`src/shared/rars_pkg.sv`:
```
package rars_pkg;
  localparam int W = 10;
  localparam int BUF_W = 11;
  localparam int AW = 8;
  localparam int CTRL_W = 4;
  // register byte offsets
  localparam logic [AW-1:0] OFS_CTRL = 8'h00;
  localparam logic [AW-1:0] OFS_PAT = 8'h04;
  localparam logic [AW-1:0] OFS_RLTHR = 8'h08;
  localparam logic [AW-1:0] OFS_RMPAT = 8'h0C;
  localparam logic [AW-1:0] OFS_STATUS = 8'h10;
  // control fields
  localparam int C_SLIP = 0;
  localparam int C_MAN = 1;
  localparam int C_SER = 2;
  localparam int C_RM = 3;
  localparam int C_CLR = 4;
  localparam logic [CTRL_W-1:0] CTRL_RST = 4'h8;
  // comma and skip words, bit 0 first on the line
  localparam logic [W-1:0] PAT_RST = 10'h17C;
  localparam logic [W-1:0] RMPAT_RST = 10'h0BC;
  localparam logic [5:0] RLTHR_RST = 6'h14;
  localparam logic [5:0] RL_MAX = 6'h3F;
  localparam logic [5:0] RL_ONE = 6'h01;
  // status fields
  localparam int S_SYNC = 0;
  localparam int S_PAT = 1;
  localparam int S_RLV = 2;
  localparam int S_FULL = 3;
  localparam int S_EMPTY = 4;
  localparam int S_OFF = 8;
  // word boundary
  localparam logic [3:0] OFF_LAST = 4'h9;
  localparam logic [3:0] OFF_ONE = 4'h1;
  localparam logic [3:0] OFF_ZERO = 4'h0;
  // least flag lengths in cycles
  localparam logic [1:0] HOLD_PLAIN = 2'h2;
  localparam logic [1:0] HOLD_SER = 2'h3;
  localparam logic [1:0] HOLD_ONE = 2'h1;
  localparam int ST_RLV = 0;
  localparam int ST_FULL = 1;
  localparam int ST_EMPTY = 2;
  localparam int I_SLIP = 0;
  localparam int I_POL = 1;
  localparam int I_MAN = 2;
  localparam logic [1:0] RESP_OKAY = 2'h0;
  localparam logic [1:0] RESP_SLVERR = 2'h2;

  // control code group test on a 10-bit group
  function automatic logic rars_is_k(input logic [W-1:0] c);
    logic [5:0] lo;
    logic [3:0] hi;
    lo = c[5:0];
    hi = c[9:6];
    return (lo == 6'h3C) || (lo == 6'h03) ||
           (((lo == 6'h17) || (lo == 6'h28) || (lo == 6'h1B) || (lo == 6'h24) ||
             (lo == 6'h1D) || (lo == 6'h22) || (lo == 6'h1E) || (lo == 6'h21)) &&
            ((hi == 4'h1) || (hi == 4'hE)));
  endfunction
endpackage

```
`src/shared/rars_buf_if.sv`:
```
`timescale 1ns/10ps
interface rars_buf_if;
  import rars_pkg::*;
  logic [BUF_W-1:0] in_data;
  logic             in_valid;
  logic             in_ready;
  logic [BUF_W-1:0] out_data;
  logic             out_valid;
  logic             out_ready;
  logic             full;
  logic             empty;
  modport fill (output in_data, in_valid, out_ready,
                input  in_ready, out_data, out_valid, full, empty);
  modport store (input  in_data, in_valid, out_ready,
                 output in_ready, out_data, out_valid, full, empty);
endinterface // rars_buf_if

```
`src/design/rars_buf.sv`:
```
`timescale 1ns/10ps
module rars_buf
  import rars_pkg::*;
(
  input logic         aclk,
  input logic         aresetn,
  rars_buf_if.store   bf
);
  typedef struct packed {
    logic [BUF_W-1:0] e0;
    logic [BUF_W-1:0] e1;
    logic             v0;
    logic             v1;
    logic             rdy;
    logic             mt;
  } rars_buf_s;

  rars_buf_s st;
  rars_buf_s next_st;

  always_comb
  begin
    next_st = st;
    if (st.v0 && bf.out_ready)
    begin
      next_st.e0 = st.e1;
      next_st.v0 = st.v1;
      next_st.v1 = 1'b0;
    end
    if (bf.in_valid && st.rdy)
    begin
      if (!next_st.v0)
      begin
        next_st.e0 = bf.in_data;
        next_st.v0 = 1'b1;
      end
      else
      begin
        next_st.e1 = bf.in_data;
        next_st.v1 = 1'b1;
      end
    end
    next_st.rdy = !next_st.v1;
    next_st.mt = !next_st.v0;
  end

  always_ff @(posedge aclk)
  begin
    if (!aresetn)
    begin
      st <= '0;
      st.rdy <= 1'b1;
      st.mt <= 1'b1;
    end
    else
      st <= next_st;
  end

  assign bf.out_data = st.e0;
  assign bf.out_valid = st.v0;
  assign bf.in_ready = st.rdy;
  assign bf.full = st.v1;
  assign bf.empty = st.mt;
endmodule // rars_buf

```
`src/design/rars_top.sv`:
```
// Overview of operation
// RULE_01: A status output tells software and fabric whether word boundary lock is held.
// RULE_02: In bit-slip mode the lock status is never offered and reads low.
// RULE_03: The pattern-seen output pulses when the alignment pattern sits in the current boundary.
// RULE_04: In bit-slip mode each rising edge of the slip request moves the boundary by one bit.
// RULE_05: The fabric holds slip request and polarity invert for at least two clock cycles.
// RULE_06: The run-length alarm rises when identical consecutive bits exceed the threshold.
// RULE_07: The run-length alarm lasts two cycles, or three with the byte serializer set.
// RULE_08: While polarity invert is high every bit of the word is inverted before alignment.
// RULE_09: In manual mode the aligner relocks only while the manual enable input is high.
// RULE_10: The added flag pulses when the rate matcher inserts a skip word.
// RULE_11: The dropped flag pulses when the rate matcher removes a skip word.
// RULE_12: The full flag follows the buffer full state for at least two or three cycles.
// RULE_13: The empty flag follows the buffer empty state for at least two or three cycles.
// RULE_14: The control flag of each output word is high for a control code group.
// RULE_15: All status outputs are synchronous to the single block clock.
// RULE_16: The control flag is low for a data code group.
// RULE_17: After a slip the new boundary holds until another slip or a reset.
//
// The address map and the AXI4-Lite register port were left to the implementer.
`timescale 1ns/10ps
module rars_top
  import rars_pkg::*;
(
  input  logic            aclk,
  input  logic            aresetn,
  input  logic [W-1:0]    rx_word,
  input  logic            rx_word_valid,
  output logic            rx_word_ready,
  input  logic            slip_request,
  input  logic            polarity_invert,
  input  logic            manual_align_enable,
  output logic [W-1:0]    out_word,
  output logic            out_ctrl,
  output logic            out_valid,
  input  logic            out_ready,
  output logic            align_sync,
  output logic            align_pattern_seen,
  output logic            run_length_alarm,
  output logic            rate_match_added,
  output logic            rate_match_dropped,
  output logic            rate_match_full,
  output logic            rate_match_empty,
  input  logic [AW-1:0]   s_axi_awaddr,
  input  logic            s_axi_awvalid,
  output logic            s_axi_awready,
  input  logic [31:0]     s_axi_wdata,
  input  logic [3:0]      s_axi_wstrb,
  input  logic            s_axi_wvalid,
  output logic            s_axi_wready,
  output logic [1:0]      s_axi_bresp,
  output logic            s_axi_bvalid,
  input  logic            s_axi_bready,
  input  logic [AW-1:0]   s_axi_araddr,
  input  logic            s_axi_arvalid,
  output logic            s_axi_arready,
  output logic [31:0]     s_axi_rdata,
  output logic [1:0]      s_axi_rresp,
  output logic            s_axi_rvalid,
  input  logic            s_axi_rready
);
  typedef struct packed {
    logic [2:0]        s1;
    logic [2:0]        s2;
    logic              slip_q;
    logic [CTRL_W-1:0] cfg;
    logic [W-1:0]      pat;
    logic [W-1:0]      rmpat;
    logic [5:0]        thr;
    logic [W-1:0]      prev;
    logic [3:0]        off;
    logic [W-1:0]      al_word;
    logic              al_ctrl;
    logic              al_valid;
    logic              last_rm;
    logic              rl_bit;
    logic [5:0]        rl_cnt;
    logic [2:0][1:0]   hold;
    logic [2:0]        flag;
    logic              sync;
    logic              seen;
    logic              added;
    logic              dropped;
    logic              aw_got;
    logic              w_got;
    logic [AW-1:0]     awaddr;
    logic [31:0]       wdata;
    logic [3:0]        wstrb;
    logic              awready;
    logic              wready;
    logic              bvalid;
    logic [1:0]        bresp;
    logic              arready;
    logic              rvalid;
    logic [1:0]        rresp;
    logic [31:0]       rdata;
  } rars_top_s;

  rars_top_s         st;
  rars_top_s         next_st;
  rars_buf_if        bf();
  logic [W-1:0]      w_inv;
  logic [2*W-1:0]    hist;
  logic [W-1:0]      aw;
  logic [3:0]        k;
  logic [3:0]        offe;
  logic              found;
  logic              relock;
  logic              hit;
  logic              viol;
  logic              clr;
  logic              bitv;
  logic [5:0]        cnt;
  logic [1:0]        hmin;
  logic [2:0]        src;
  logic [31:0]       m;
  logic              slip_rise;
  logic              accept;
  logic              rm_hit;
  logic              drop;
  logic              ins;

  rars_buf rars_buf_inst (
    .aclk    (aclk),
    .aresetn (aresetn),
    .bf      (bf)
  );

  function automatic logic [31:0] wmerge(input logic [31:0] o,
                                         input logic [31:0] d,
                                         input logic [3:0]  s);
    logic [31:0] r;
    r = o;
    for (int b = 0; b < 4; b++)
      if (s[b])
        r[8*b +: 8] = d[8*b +: 8];
    return r;
  endfunction

  // async pins pass two flops before use
  assign slip_rise = st.s2[I_SLIP] && !st.slip_q; // RULE_05
  assign w_inv = rx_word ^ {W{st.s2[I_POL]}}; // RULE_08
  assign hist = {w_inv, st.prev};
  assign accept = rx_word_valid && bf.in_ready;
  assign rm_hit = (st.al_word == st.rmpat) || (st.al_word == ~st.rmpat);
  // delete a skip word only when the buffer backs up
  assign drop = st.cfg[C_RM] && st.al_valid && !bf.in_ready && rm_hit; // RULE_11
  // insert a skip word next to a skip word when the buffer runs dry
  assign ins = st.cfg[C_RM] && !st.al_valid && bf.empty && st.last_rm && bf.in_ready; // RULE_10
  assign bf.in_valid = (st.al_valid && !drop) || ins;
  assign bf.in_data = ins ? {rars_is_k(st.rmpat), st.rmpat} : {st.al_ctrl, st.al_word};
  assign bf.out_ready = out_ready;

  always_comb
  begin
    next_st = st;
    clr = 1'b0;
    m = 32'h0;
    next_st.s1 = {manual_align_enable, polarity_invert, slip_request};
    next_st.s2 = st.s1;
    next_st.slip_q = st.s2[I_SLIP];
    // register write
    if (s_axi_awvalid && st.awready)
    begin
      next_st.aw_got = 1'b1;
      next_st.awaddr = s_axi_awaddr;
    end
    if (s_axi_wvalid && st.wready)
    begin
      next_st.w_got = 1'b1;
      next_st.wdata = s_axi_wdata;
      next_st.wstrb = s_axi_wstrb;
    end
    if (st.bvalid && s_axi_bready)
      next_st.bvalid = 1'b0;
    if (st.aw_got && st.w_got && !st.bvalid)
    begin
      next_st.aw_got = 1'b0;
      next_st.w_got = 1'b0;
      next_st.bvalid = 1'b1;
      next_st.bresp = RESP_OKAY;
      case (st.awaddr[AW-1:2])
        OFS_CTRL[AW-1:2]:
        begin
          m = wmerge(32'(st.cfg), st.wdata, st.wstrb);
          next_st.cfg = m[CTRL_W-1:0];
          clr = m[C_CLR];
        end
        OFS_PAT[AW-1:2]:
        begin
          m = wmerge(32'(st.pat), st.wdata, st.wstrb);
          next_st.pat = m[W-1:0];
        end
        OFS_RLTHR[AW-1:2]:
        begin
          m = wmerge(32'(st.thr), st.wdata, st.wstrb);
          next_st.thr = m[5:0];
        end
        OFS_RMPAT[AW-1:2]:
        begin
          m = wmerge(32'(st.rmpat), st.wdata, st.wstrb);
          next_st.rmpat = m[W-1:0];
        end
        OFS_STATUS[AW-1:2]: ;
        default: next_st.bresp = RESP_SLVERR;
      endcase
    end
    next_st.awready = !next_st.aw_got && !next_st.bvalid;
    next_st.wready = !next_st.w_got && !next_st.bvalid;
    // register read
    if (st.rvalid && s_axi_rready)
      next_st.rvalid = 1'b0;
    if (s_axi_arvalid && st.arready)
    begin
      next_st.rvalid = 1'b1;
      next_st.rresp = RESP_OKAY;
      next_st.rdata = 32'h0;
      case (s_axi_araddr[AW-1:2])
        OFS_CTRL[AW-1:2]: next_st.rdata = 32'(st.cfg);
        OFS_PAT[AW-1:2]: next_st.rdata = 32'(st.pat);
        OFS_RLTHR[AW-1:2]: next_st.rdata = 32'(st.thr);
        OFS_RMPAT[AW-1:2]: next_st.rdata = 32'(st.rmpat);
        OFS_STATUS[AW-1:2]:
        begin
          next_st.rdata[S_SYNC] = st.sync;
          next_st.rdata[S_PAT] = st.seen;
          next_st.rdata[S_RLV] = st.flag[ST_RLV];
          next_st.rdata[S_FULL] = st.flag[ST_FULL];
          next_st.rdata[S_EMPTY] = st.flag[ST_EMPTY];
          next_st.rdata[S_OFF +: 4] = st.off;
        end
        default: next_st.rresp = RESP_SLVERR;
      endcase
    end
    next_st.arready = !next_st.rvalid;
    // pattern search over all ten boundaries, lowest wins
    found = 1'b0;
    k = OFF_ZERO;
    for (int i = W - 1; i >= 0; i--)
      if ((hist[i +: W] == st.pat) || (hist[i +: W] == ~st.pat))
      begin
        found = 1'b1;
        k = 4'(i);
      end
    relock = found && !st.cfg[C_SLIP] && (!st.cfg[C_MAN] || st.s2[I_MAN]); // RULE_09
    offe = relock ? k : st.off;
    aw = hist[offe +: W];
    hit = (aw == st.pat) || (aw == ~st.pat);
    // run length over the bits of the word in line order
    bitv = st.rl_bit;
    cnt = st.rl_cnt;
    viol = 1'b0;
    for (int i = 0; i < W; i++)
    begin
      if (w_inv[i] == bitv)
      begin
        if (cnt != RL_MAX)
          cnt = cnt + RL_ONE;
      end
      else
      begin
        bitv = w_inv[i];
        cnt = RL_ONE;
      end
      if (accept && (cnt > st.thr))
        viol = 1'b1; // RULE_06
    end
    next_st.seen = 1'b0;
    if (accept)
    begin
      next_st.prev = w_inv;
      next_st.al_word = aw;
      next_st.al_ctrl = rars_is_k(aw); // RULE_14 RULE_16
      next_st.al_valid = 1'b1;
      next_st.seen = hit; // RULE_03
      next_st.off = offe;
      next_st.rl_bit = bitv;
      next_st.rl_cnt = cnt;
    end
    else if (bf.in_ready || drop)
      next_st.al_valid = 1'b0;
    if (st.al_valid && bf.in_ready)
      next_st.last_rm = rm_hit;
    // boundary moves on a slip or a relock and otherwise holds
    if (st.cfg[C_SLIP] && slip_rise)
      next_st.off = (st.off == OFF_LAST) ? OFF_ZERO : st.off + OFF_ONE; // RULE_04 RULE_17
    // lock set wins over a software clear
    if (st.cfg[C_SLIP])
      next_st.sync = 1'b0; // RULE_02
    else if (accept && hit)
      next_st.sync = 1'b1; // RULE_01
    else if (clr)
      next_st.sync = 1'b0;
    next_st.added = ins;
    next_st.dropped = drop;
    // flag stretchers
    hmin = st.cfg[C_SER] ? HOLD_SER : HOLD_PLAIN;
    src = {bf.empty, bf.full, viol};
    for (int j = 0; j < 3; j++)
    begin
      if (src[j] && !st.flag[j])
      begin
        next_st.flag[j] = 1'b1;
        next_st.hold[j] = hmin - HOLD_ONE; // RULE_07 RULE_12 RULE_13
      end
      else if (st.hold[j] != 2'h0)
      begin
        next_st.flag[j] = 1'b1;
        next_st.hold[j] = st.hold[j] - HOLD_ONE;
      end
      else
        next_st.flag[j] = src[j];
    end
  end

  always_ff @(posedge aclk)
  begin
    if (!aresetn)
    begin
      st <= '0;
      st.cfg <= CTRL_RST;
      st.pat <= PAT_RST;
      st.rmpat <= RMPAT_RST;
      st.thr <= RLTHR_RST;
    end
    else
      st <= next_st;
  end

  // every status output is a flop on the one block clock
  assign align_sync = st.sync; // RULE_15
  assign align_pattern_seen = st.seen;
  assign run_length_alarm = st.flag[ST_RLV];
  assign rate_match_full = st.flag[ST_FULL];
  assign rate_match_empty = st.flag[ST_EMPTY];
  assign rate_match_added = st.added;
  assign rate_match_dropped = st.dropped;
  assign out_word = bf.out_data[W-1:0];
  assign out_ctrl = bf.out_data[W];
  assign out_valid = bf.out_valid;
  assign rx_word_ready = bf.in_ready;
  assign s_axi_awready = st.awready;
  assign s_axi_wready = st.wready;
  assign s_axi_bvalid = st.bvalid;
  assign s_axi_bresp = st.bresp;
  assign s_axi_arready = st.arready;
  assign s_axi_rvalid = st.rvalid;
  assign s_axi_rresp = st.rresp;
  assign s_axi_rdata = st.rdata;
endmodule // rars_top

```
`config.mk`:
```
export PLATFORM = sky130hd
export DESIGN_NAME = rars_top
export DESIGN_NICKNAME = d
export VERILOG_FILES = /design/src/shared/rars_pkg.sv /design/src/shared/rars_buf_if.sv /design/src/design/rars_buf.sv /design/src/design/rars_top.sv
export SDC_FILE = /design/constraint.sdc
export NUM_CORES = 1
export LEC_CHECK = 0
export ABC_AREA = 1
export BUFFER_PORTS_ARGS = -buffer_cell sky130_fd_sc_hd__buf_2
export CORE_ASPECT_RATIO = 1.75
export CORE_MARGIN = 8
export CORE_UTILIZATION = 40
export DETAILED_ROUTE_END_ITERATION = 8
export PLACE_DENSITY = 0.63
export SYNTH_ARGS = -nofsm -noshare
export SYNTH_HDL_FRONTEND = slang
export SYNTH_HIERARCHICAL = 1
export SYNTH_SLANG_ARGS = --single-unit
```
`constraint.sdc`:
```
create_clock -name aclk -period 28.4 [get_ports aclk]
set_clock_uncertainty 0.15 [all_clocks]
set_input_delay 1.42 -clock aclk [delete_from_list [all_inputs] [get_ports aclk]]
set_output_delay 1.42 -clock aclk [all_outputs]
set_load 0.05 [all_outputs]
```
# Word-level counts from Yosys, hierarchy flattened
# Index checks and enable logic that the tools add are counted.
dict set report word_totals {
  register_bits 153
  word_cells 368
  input_bits 74
}
dict set report op_classes {
  n_addsub 15
  n_reduce_logical 114
  mux 103
  n_shift 1
  bitwise 4
  n_lt_le_gt_ge 10
  eq_ne 77
}
# op count
set ops {}
lappend ops {{$eq 10x10->1} 24}
lappend ops {{$mux 6} 20}
lappend ops {{$add 6x1->6 const B} 10}
lappend ops {{$eq 6x6->1 const B} 10}
lappend ops {{$gt 6x6->1} 10}
lappend ops {{$ne 6x6->1 const B} 10}
lappend ops {{$mux 4} 13}
lappend ops {{$eq 6x5->1 const B} 8}
lappend ops {{$mux 1} 48}
lappend ops {{$mux 11} 4}
lappend ops {{$logic_and 1x1->1} 41}
lappend ops {{$eq 6x2->1 const B} 6}
lappend ops {{$logic_or 1x1->1} 35}
lappend ops {{$mux 35} 1}
lappend ops {{$pmux 5 s5} 1}
lappend ops {{$mux 24} 1}
lappend ops {{$mux 2} 10}
lappend ops {{$not 10->10} 2}
lappend ops {{$shiftx 20x5->10} 1}
lappend ops {{$reduce_and 3->1} 6}
lappend ops {{$reduce_bool 2->1} 9}
lappend ops {{$logic_not 1->1} 16}
lappend ops {{$mux 15} 1}
lappend ops {{$eq 4x4->1 const B} 3}
lappend ops {{16 further kinds} 34}

# Longest topological paths before layout
dict set report depth {
  ltp_word 35
  depth_mapped 82
  ltp_nobuf 79
}

# By module
# Netlist, hierarchy kept.
# mod seq_area_each_um2 cells_per_inst area_each_um2 instances
set modules_own_cells {}
lappend modules_own_cells {rars_top 2462.4 1771 11528.6 1}
lappend modules_own_cells {rars_buf 520.5 196 1297.5 1}

# Worst setup path before layout
# No wires, ideal clock.
dict set report synth_timing {
  kind {input to register}
  startpoint {input rx_word[0]}
  endpoint {register st[95] in the netlist's numbering}
  path_slack_ps 17596
  arrival_time_ps 10583
  cell_stages 77
  path_buffers 2
  required_ps 28180
  cell_sequence {or2_2 > nand2_1 > buf_2 > inv_1 > ha_1 > buf_2 > nand2_1 > nor2_1 > ha_1 > nand2_2 > nor2_8 > nand2_4 > nand2_1 > nand3_1 > inv_1 > ha_1 > inv_1 > nor2_4 > [... 41 more ...] > nand4_1 > inv_2 > nand2_2 > nand2_1 > nand2_1 > inv_1 > ha_1 > a21oi_1 > o21ai_0 > a21oi_1 > nor2_1 > o32ai_1 > nand4_1 > nor2_1 > nand4_1 > nand3_1 > o211ai_1 > a21oi_1}
}
dict set report synth_between {
  elab_chain_cells 35
}
# item line_no
set synth_rtl {}
lappend synth_rtl {{start, declared} rars_top.sv:27} ;# input logic [W-1:0] rx_word,
lappend synth_rtl {{$xor 10x10->10 *} rars_top.sv:142} ;# assign w_inv = rx_word ^ {W{st.s2[I_POL]}};
lappend synth_rtl {{named net hist[10]} rars_top.sv:103} ;# logic [2*W-1:0] hist;
lappend synth_rtl {{$eq 1x1->1} rars_top.sv:255} ;# if (w_inv[i] == bitv)
lappend synth_rtl {{$mux 6} rars_top.sv:255}
lappend synth_rtl {{$add 6x1->6 / $ne 6x6->1 (equally long branches)} {rars_top.sv:258, rars_top.sv:257}}
lappend synth_rtl {{$mux 6} rars_top.sv:257} ;# if (cnt != RL_MAX)
lappend synth_rtl {{$mux 6} rars_top.sv:255}
lappend synth_rtl {{$add 6x1->6 / $ne 6x6->1 (equally long branches)} {rars_top.sv:258, rars_top.sv:257}}
lappend synth_rtl {{[... 21 more ...]} --}
lappend synth_rtl {{$mux 6} rars_top.sv:257}
lappend synth_rtl {{$mux 6 *} rars_top.sv:255}
lappend synth_rtl {{named net cnt[2]} rars_top.sv:113} ;# logic [5:0] cnt;
lappend synth_rtl {{$gt 6x6->1 *} rars_top.sv:265} ;# if (accept && (cnt > st.thr))
lappend synth_rtl {{$logic_and 1x1->1 *} rars_top.sv:265}
lappend synth_rtl {{$mux 1 *} rars_top.sv:265}
lappend synth_rtl {{$logic_and 1x1->1 *} rars_top.sv:301} ;# if (src[j] && !st.flag[j])
lappend synth_rtl {{$mux 2 / $reduce_bool 2->1 (equally long branches)} --}
lappend synth_rtl {{end signal, assigned} rars_top.sv:327} ;# st <= next_st;
lappend synth_rtl {{end, declared} rars_top.sv:99} ;# rars_top_s st;
# The timed path passes the listed nets; every way through them passes the cells marked *.
# A chain may end at the register's enable or synchronous reset.

# Worst setup path in the final report
# Ends and elaborated chain as after synthesis.

==> results.cfg <==
[die]
fp.dieW_um = 151
io_pins = 135
die_height_um = 253
die_area_mm2 = 0.0383
core-area_mm2 = 0.0319
rows = 87
start_util = 0.402

[sta]
max_freq_ghz = 0.0781
tns_ns = 0
final.period_utilization = 0.451
rsz0062_at_grt = no
maxSlewHeadroom = 0.301
worst_hold_slack_ns = 0.264
final_max_slew_viol_count = 0
setup_violations = 0
worst_slack_ns = 15.59
layout_min_cycle_time_ns = 12.81
worstMarginPinSlew_ns = 1.05
hold_viol_final = 0

[synthesis]
synthTopCellsByArea = dfxtp_1 (23%), nand2_1 (11%), xor2_1 (7.4%)
synthDistinctLibCells = 55
syn_avg_cell_area_um2 = 6.52
syn_area_mm2 = 0.0128
ys.flop_type = dfxtp_1
ys_top_cells_by_count = nand2_1 (386), inv_1 (220), nor2_1 (203)
synth_top_area_frac = 0.233
synth_most_common_cell = nand2_1
ys_ff_latch = 149
yosys.area.top_type = dfxtp_1
ys_async_sr_fraction = 0
yosys_warnings = 6
synth_edf_count = 0
syn_inst = 1967
seq_area_frac_synth = 0.233

[cts]
cts.clk_slew.worst_paths_ns = 0.07
cts_buffer_depth = 2
root_buffer = clkbuf_16
clock_sinks = 149
cts_tree = done
post_cts_resized = 0
cts_setup_buffers = 0
ctsHtreeMaxLevel = 4
numCtsBuffers = 17
clock_latency_ns = 0.45
cts_hold_buf = 0

[worst_setup_path]
path_buf_inv = 10
cpLargestDelayFamily = simple AND/OR/NAND/NOR gates
slowest_delay_ns = 0.64
timing.rr.end = st[95]
r2r_start = st[166]
r2r_setup_slack_ns = 16.13
crit_path_start_kind = input pin
worst_setup_path_end_kind = flip-flop
cpMaxStageDelayCell = ha_1
ff2ff_path_depth = 75
crit_top_cell = nand2_1
cp.required_ns = 28.63
critPathKind = in2reg
cp.arrival_ns = 13.04
crit_fanout = 12

[place]
pre_cts_ws_ns = 15.21
placed_area_mm2 = 0.0133
place_congestion = 0.922
io_buffers = 84
dp_hpwl_um = 30700

[global_route]
groute.usage.overall = 0.209
grt_max_degree = 66
grt_pass1_wl_um = 62600
overflow = 0
grt_pass1_vias = 12500
antenna_found_initial = 0

[worst_hold_path]
hold_path_class = reg2reg
hold_path_end = next_st[164]
hold_start = next_st[165]
hold_path_depth = 2

[route]
drtPass1Iterations = 7
drtIter0Drc = 827
drt-total-wl_um = 39900
vias_per_cell = 5.34
drc = 0
routedWlPerCell_um = 16.6
ant_nets = 0
vias = 12800

[layout]
n_antenna_cell = 0
syn_to_final_growth_pct = 7.97
drive_gt1_frac = 0.120
fin_area_mm2 = 0.0138
nets = 2134

[outcome]
status = finished clean

[pwr]
p_leak_nw = 6.82
irDropWorstVdd_mv = 0.0421
p_per_area_mw_per_mm2 = 49.0

[flow_run]
drv_cap = 0
## stage by stage
stage                     total power [mW]  std cells   util
after detailed placement             0.460       2368  0.416
after global routing                 0.720       2400  0.434
after global placement               0.454       2368  0.416
after CTS                            0.683       2400  0.434
final                                0.679       2400  0.434
after floorplan                      0.414       1988      -
## power by group
| part | internal, mW | switching (mW) | total [mW] |
|---|---|---|---|
| Clock | 0.124 | 0.0986 | 0.222 |
| Sequential | 0.223 | 0.0147 | 0.238 |
| Combinational | 0.0687 | 0.151 | 0.219 |
| Total | 0.415 | 0.264 | 0.679 |
## flip-flops by register name, indices dropped and copies added (netlist names), 4 cells and up
name and flops:
rars_buf_inst/st 11, hist 10, st 83, s_axi_rdata 12
rars_buf_inst/bf.out_data 11, next_st 4
## cell type report
type                    instances  area (um2)
well taps                     400         500
clock inverters                13         123
repair buffers                 99         533
fillers                      3427       18000
inverters                     245         920
clock buffers                  19         443
multi-input cells            1475        8350
flip-flops and latches        149        2980
## layout by cell type (no fill, tap or decap), types with 5 or more instances in the layout
| master | count |
|---|---|
| nand4_1 | 36 |
| xnor2_1 | 26 |
| buf_4 | 15 |
| a21o_1 | 9 |
| inv_2 | 21 |
| xor2_1 | 109 |
| o32ai_1 | 8 |
| inv_1 | 220 |
| o22ai_1 | 8 |
| a221oi_1 | 5 |
| buf_2 | 84 |
| nor2_1 | 203 |
| clkinv_4 | 5 |
| o211ai_1 | 11 |
| nand2_4 | 8 |
| ha_1 | 73 |
| nand2_1 | 386 |
| conb_1 | 22 |
| a211oi_1 | 6 |
| nor2_4 | 8 |
| o21ai_1 | 7 |
| nand3_1 | 112 |
| o21ai_0 | 146 |
| a31oi_1 | 8 |
| a21oi_1 | 119 |
| nor4_1 | 24 |
| or2_2 | 9 |
| nand3b_1 | 11 |
| a22oi_1 | 5 |
| clkbuf_16 | 17 |
| dfxtp_1 | 149 |
| nor3_1 | 26 |
| nor2_2 | 15 |
| nand2_2 | 20 |
| nand3_2 | 15 |
## logic make-up after synthesis
group	share of synthesized area
compound gates	0.161
xor+xnor	0.0922
fa+ha+maj	0.0712
buf+inv	0.124
flops	0.233
other cells	0.000292
simple gates	0.319
## routing by layer
layer | GRT usage | vias to the layer above | share of wire | wire length [um]
li1 | - | 6449 | - | -
met5 | 0 | - | 0 | 0
met2 | 0.387 | 360 | 0.53 | 21100
met3 | 0.0308 | 125 | 0.040 | 1610
met4 | 0.137 | 0 | 0.059 | 2370
met1 | 0.209 | 5870 | 0.37 | 14900
## worst max path at each step
stage,slack (ns),startpoint,depth (start not counted),endpoint
2_1_floorplan,17.60,rx_word[0],77,st[95]
3_3_place_gp,15.31,rx_word[0],76,st[95]
3_5_place_dp,15.21,rx_word[0],76,st[95]
4_1_cts,15.64,rx_word[0],76,st[95]
5_1_grt,14.47,rx_word[0],76,st[95]
6_report,15.59,rx_word[0],76,st[95]
## tightest hold or removal path, stage by stage, from the launching register on
cell and delay [ns]:
dfxtp_1 0.31, nand2_1 0.05, inv_1 0.04
Note: power is estimated with default switching activity, not from simulation.
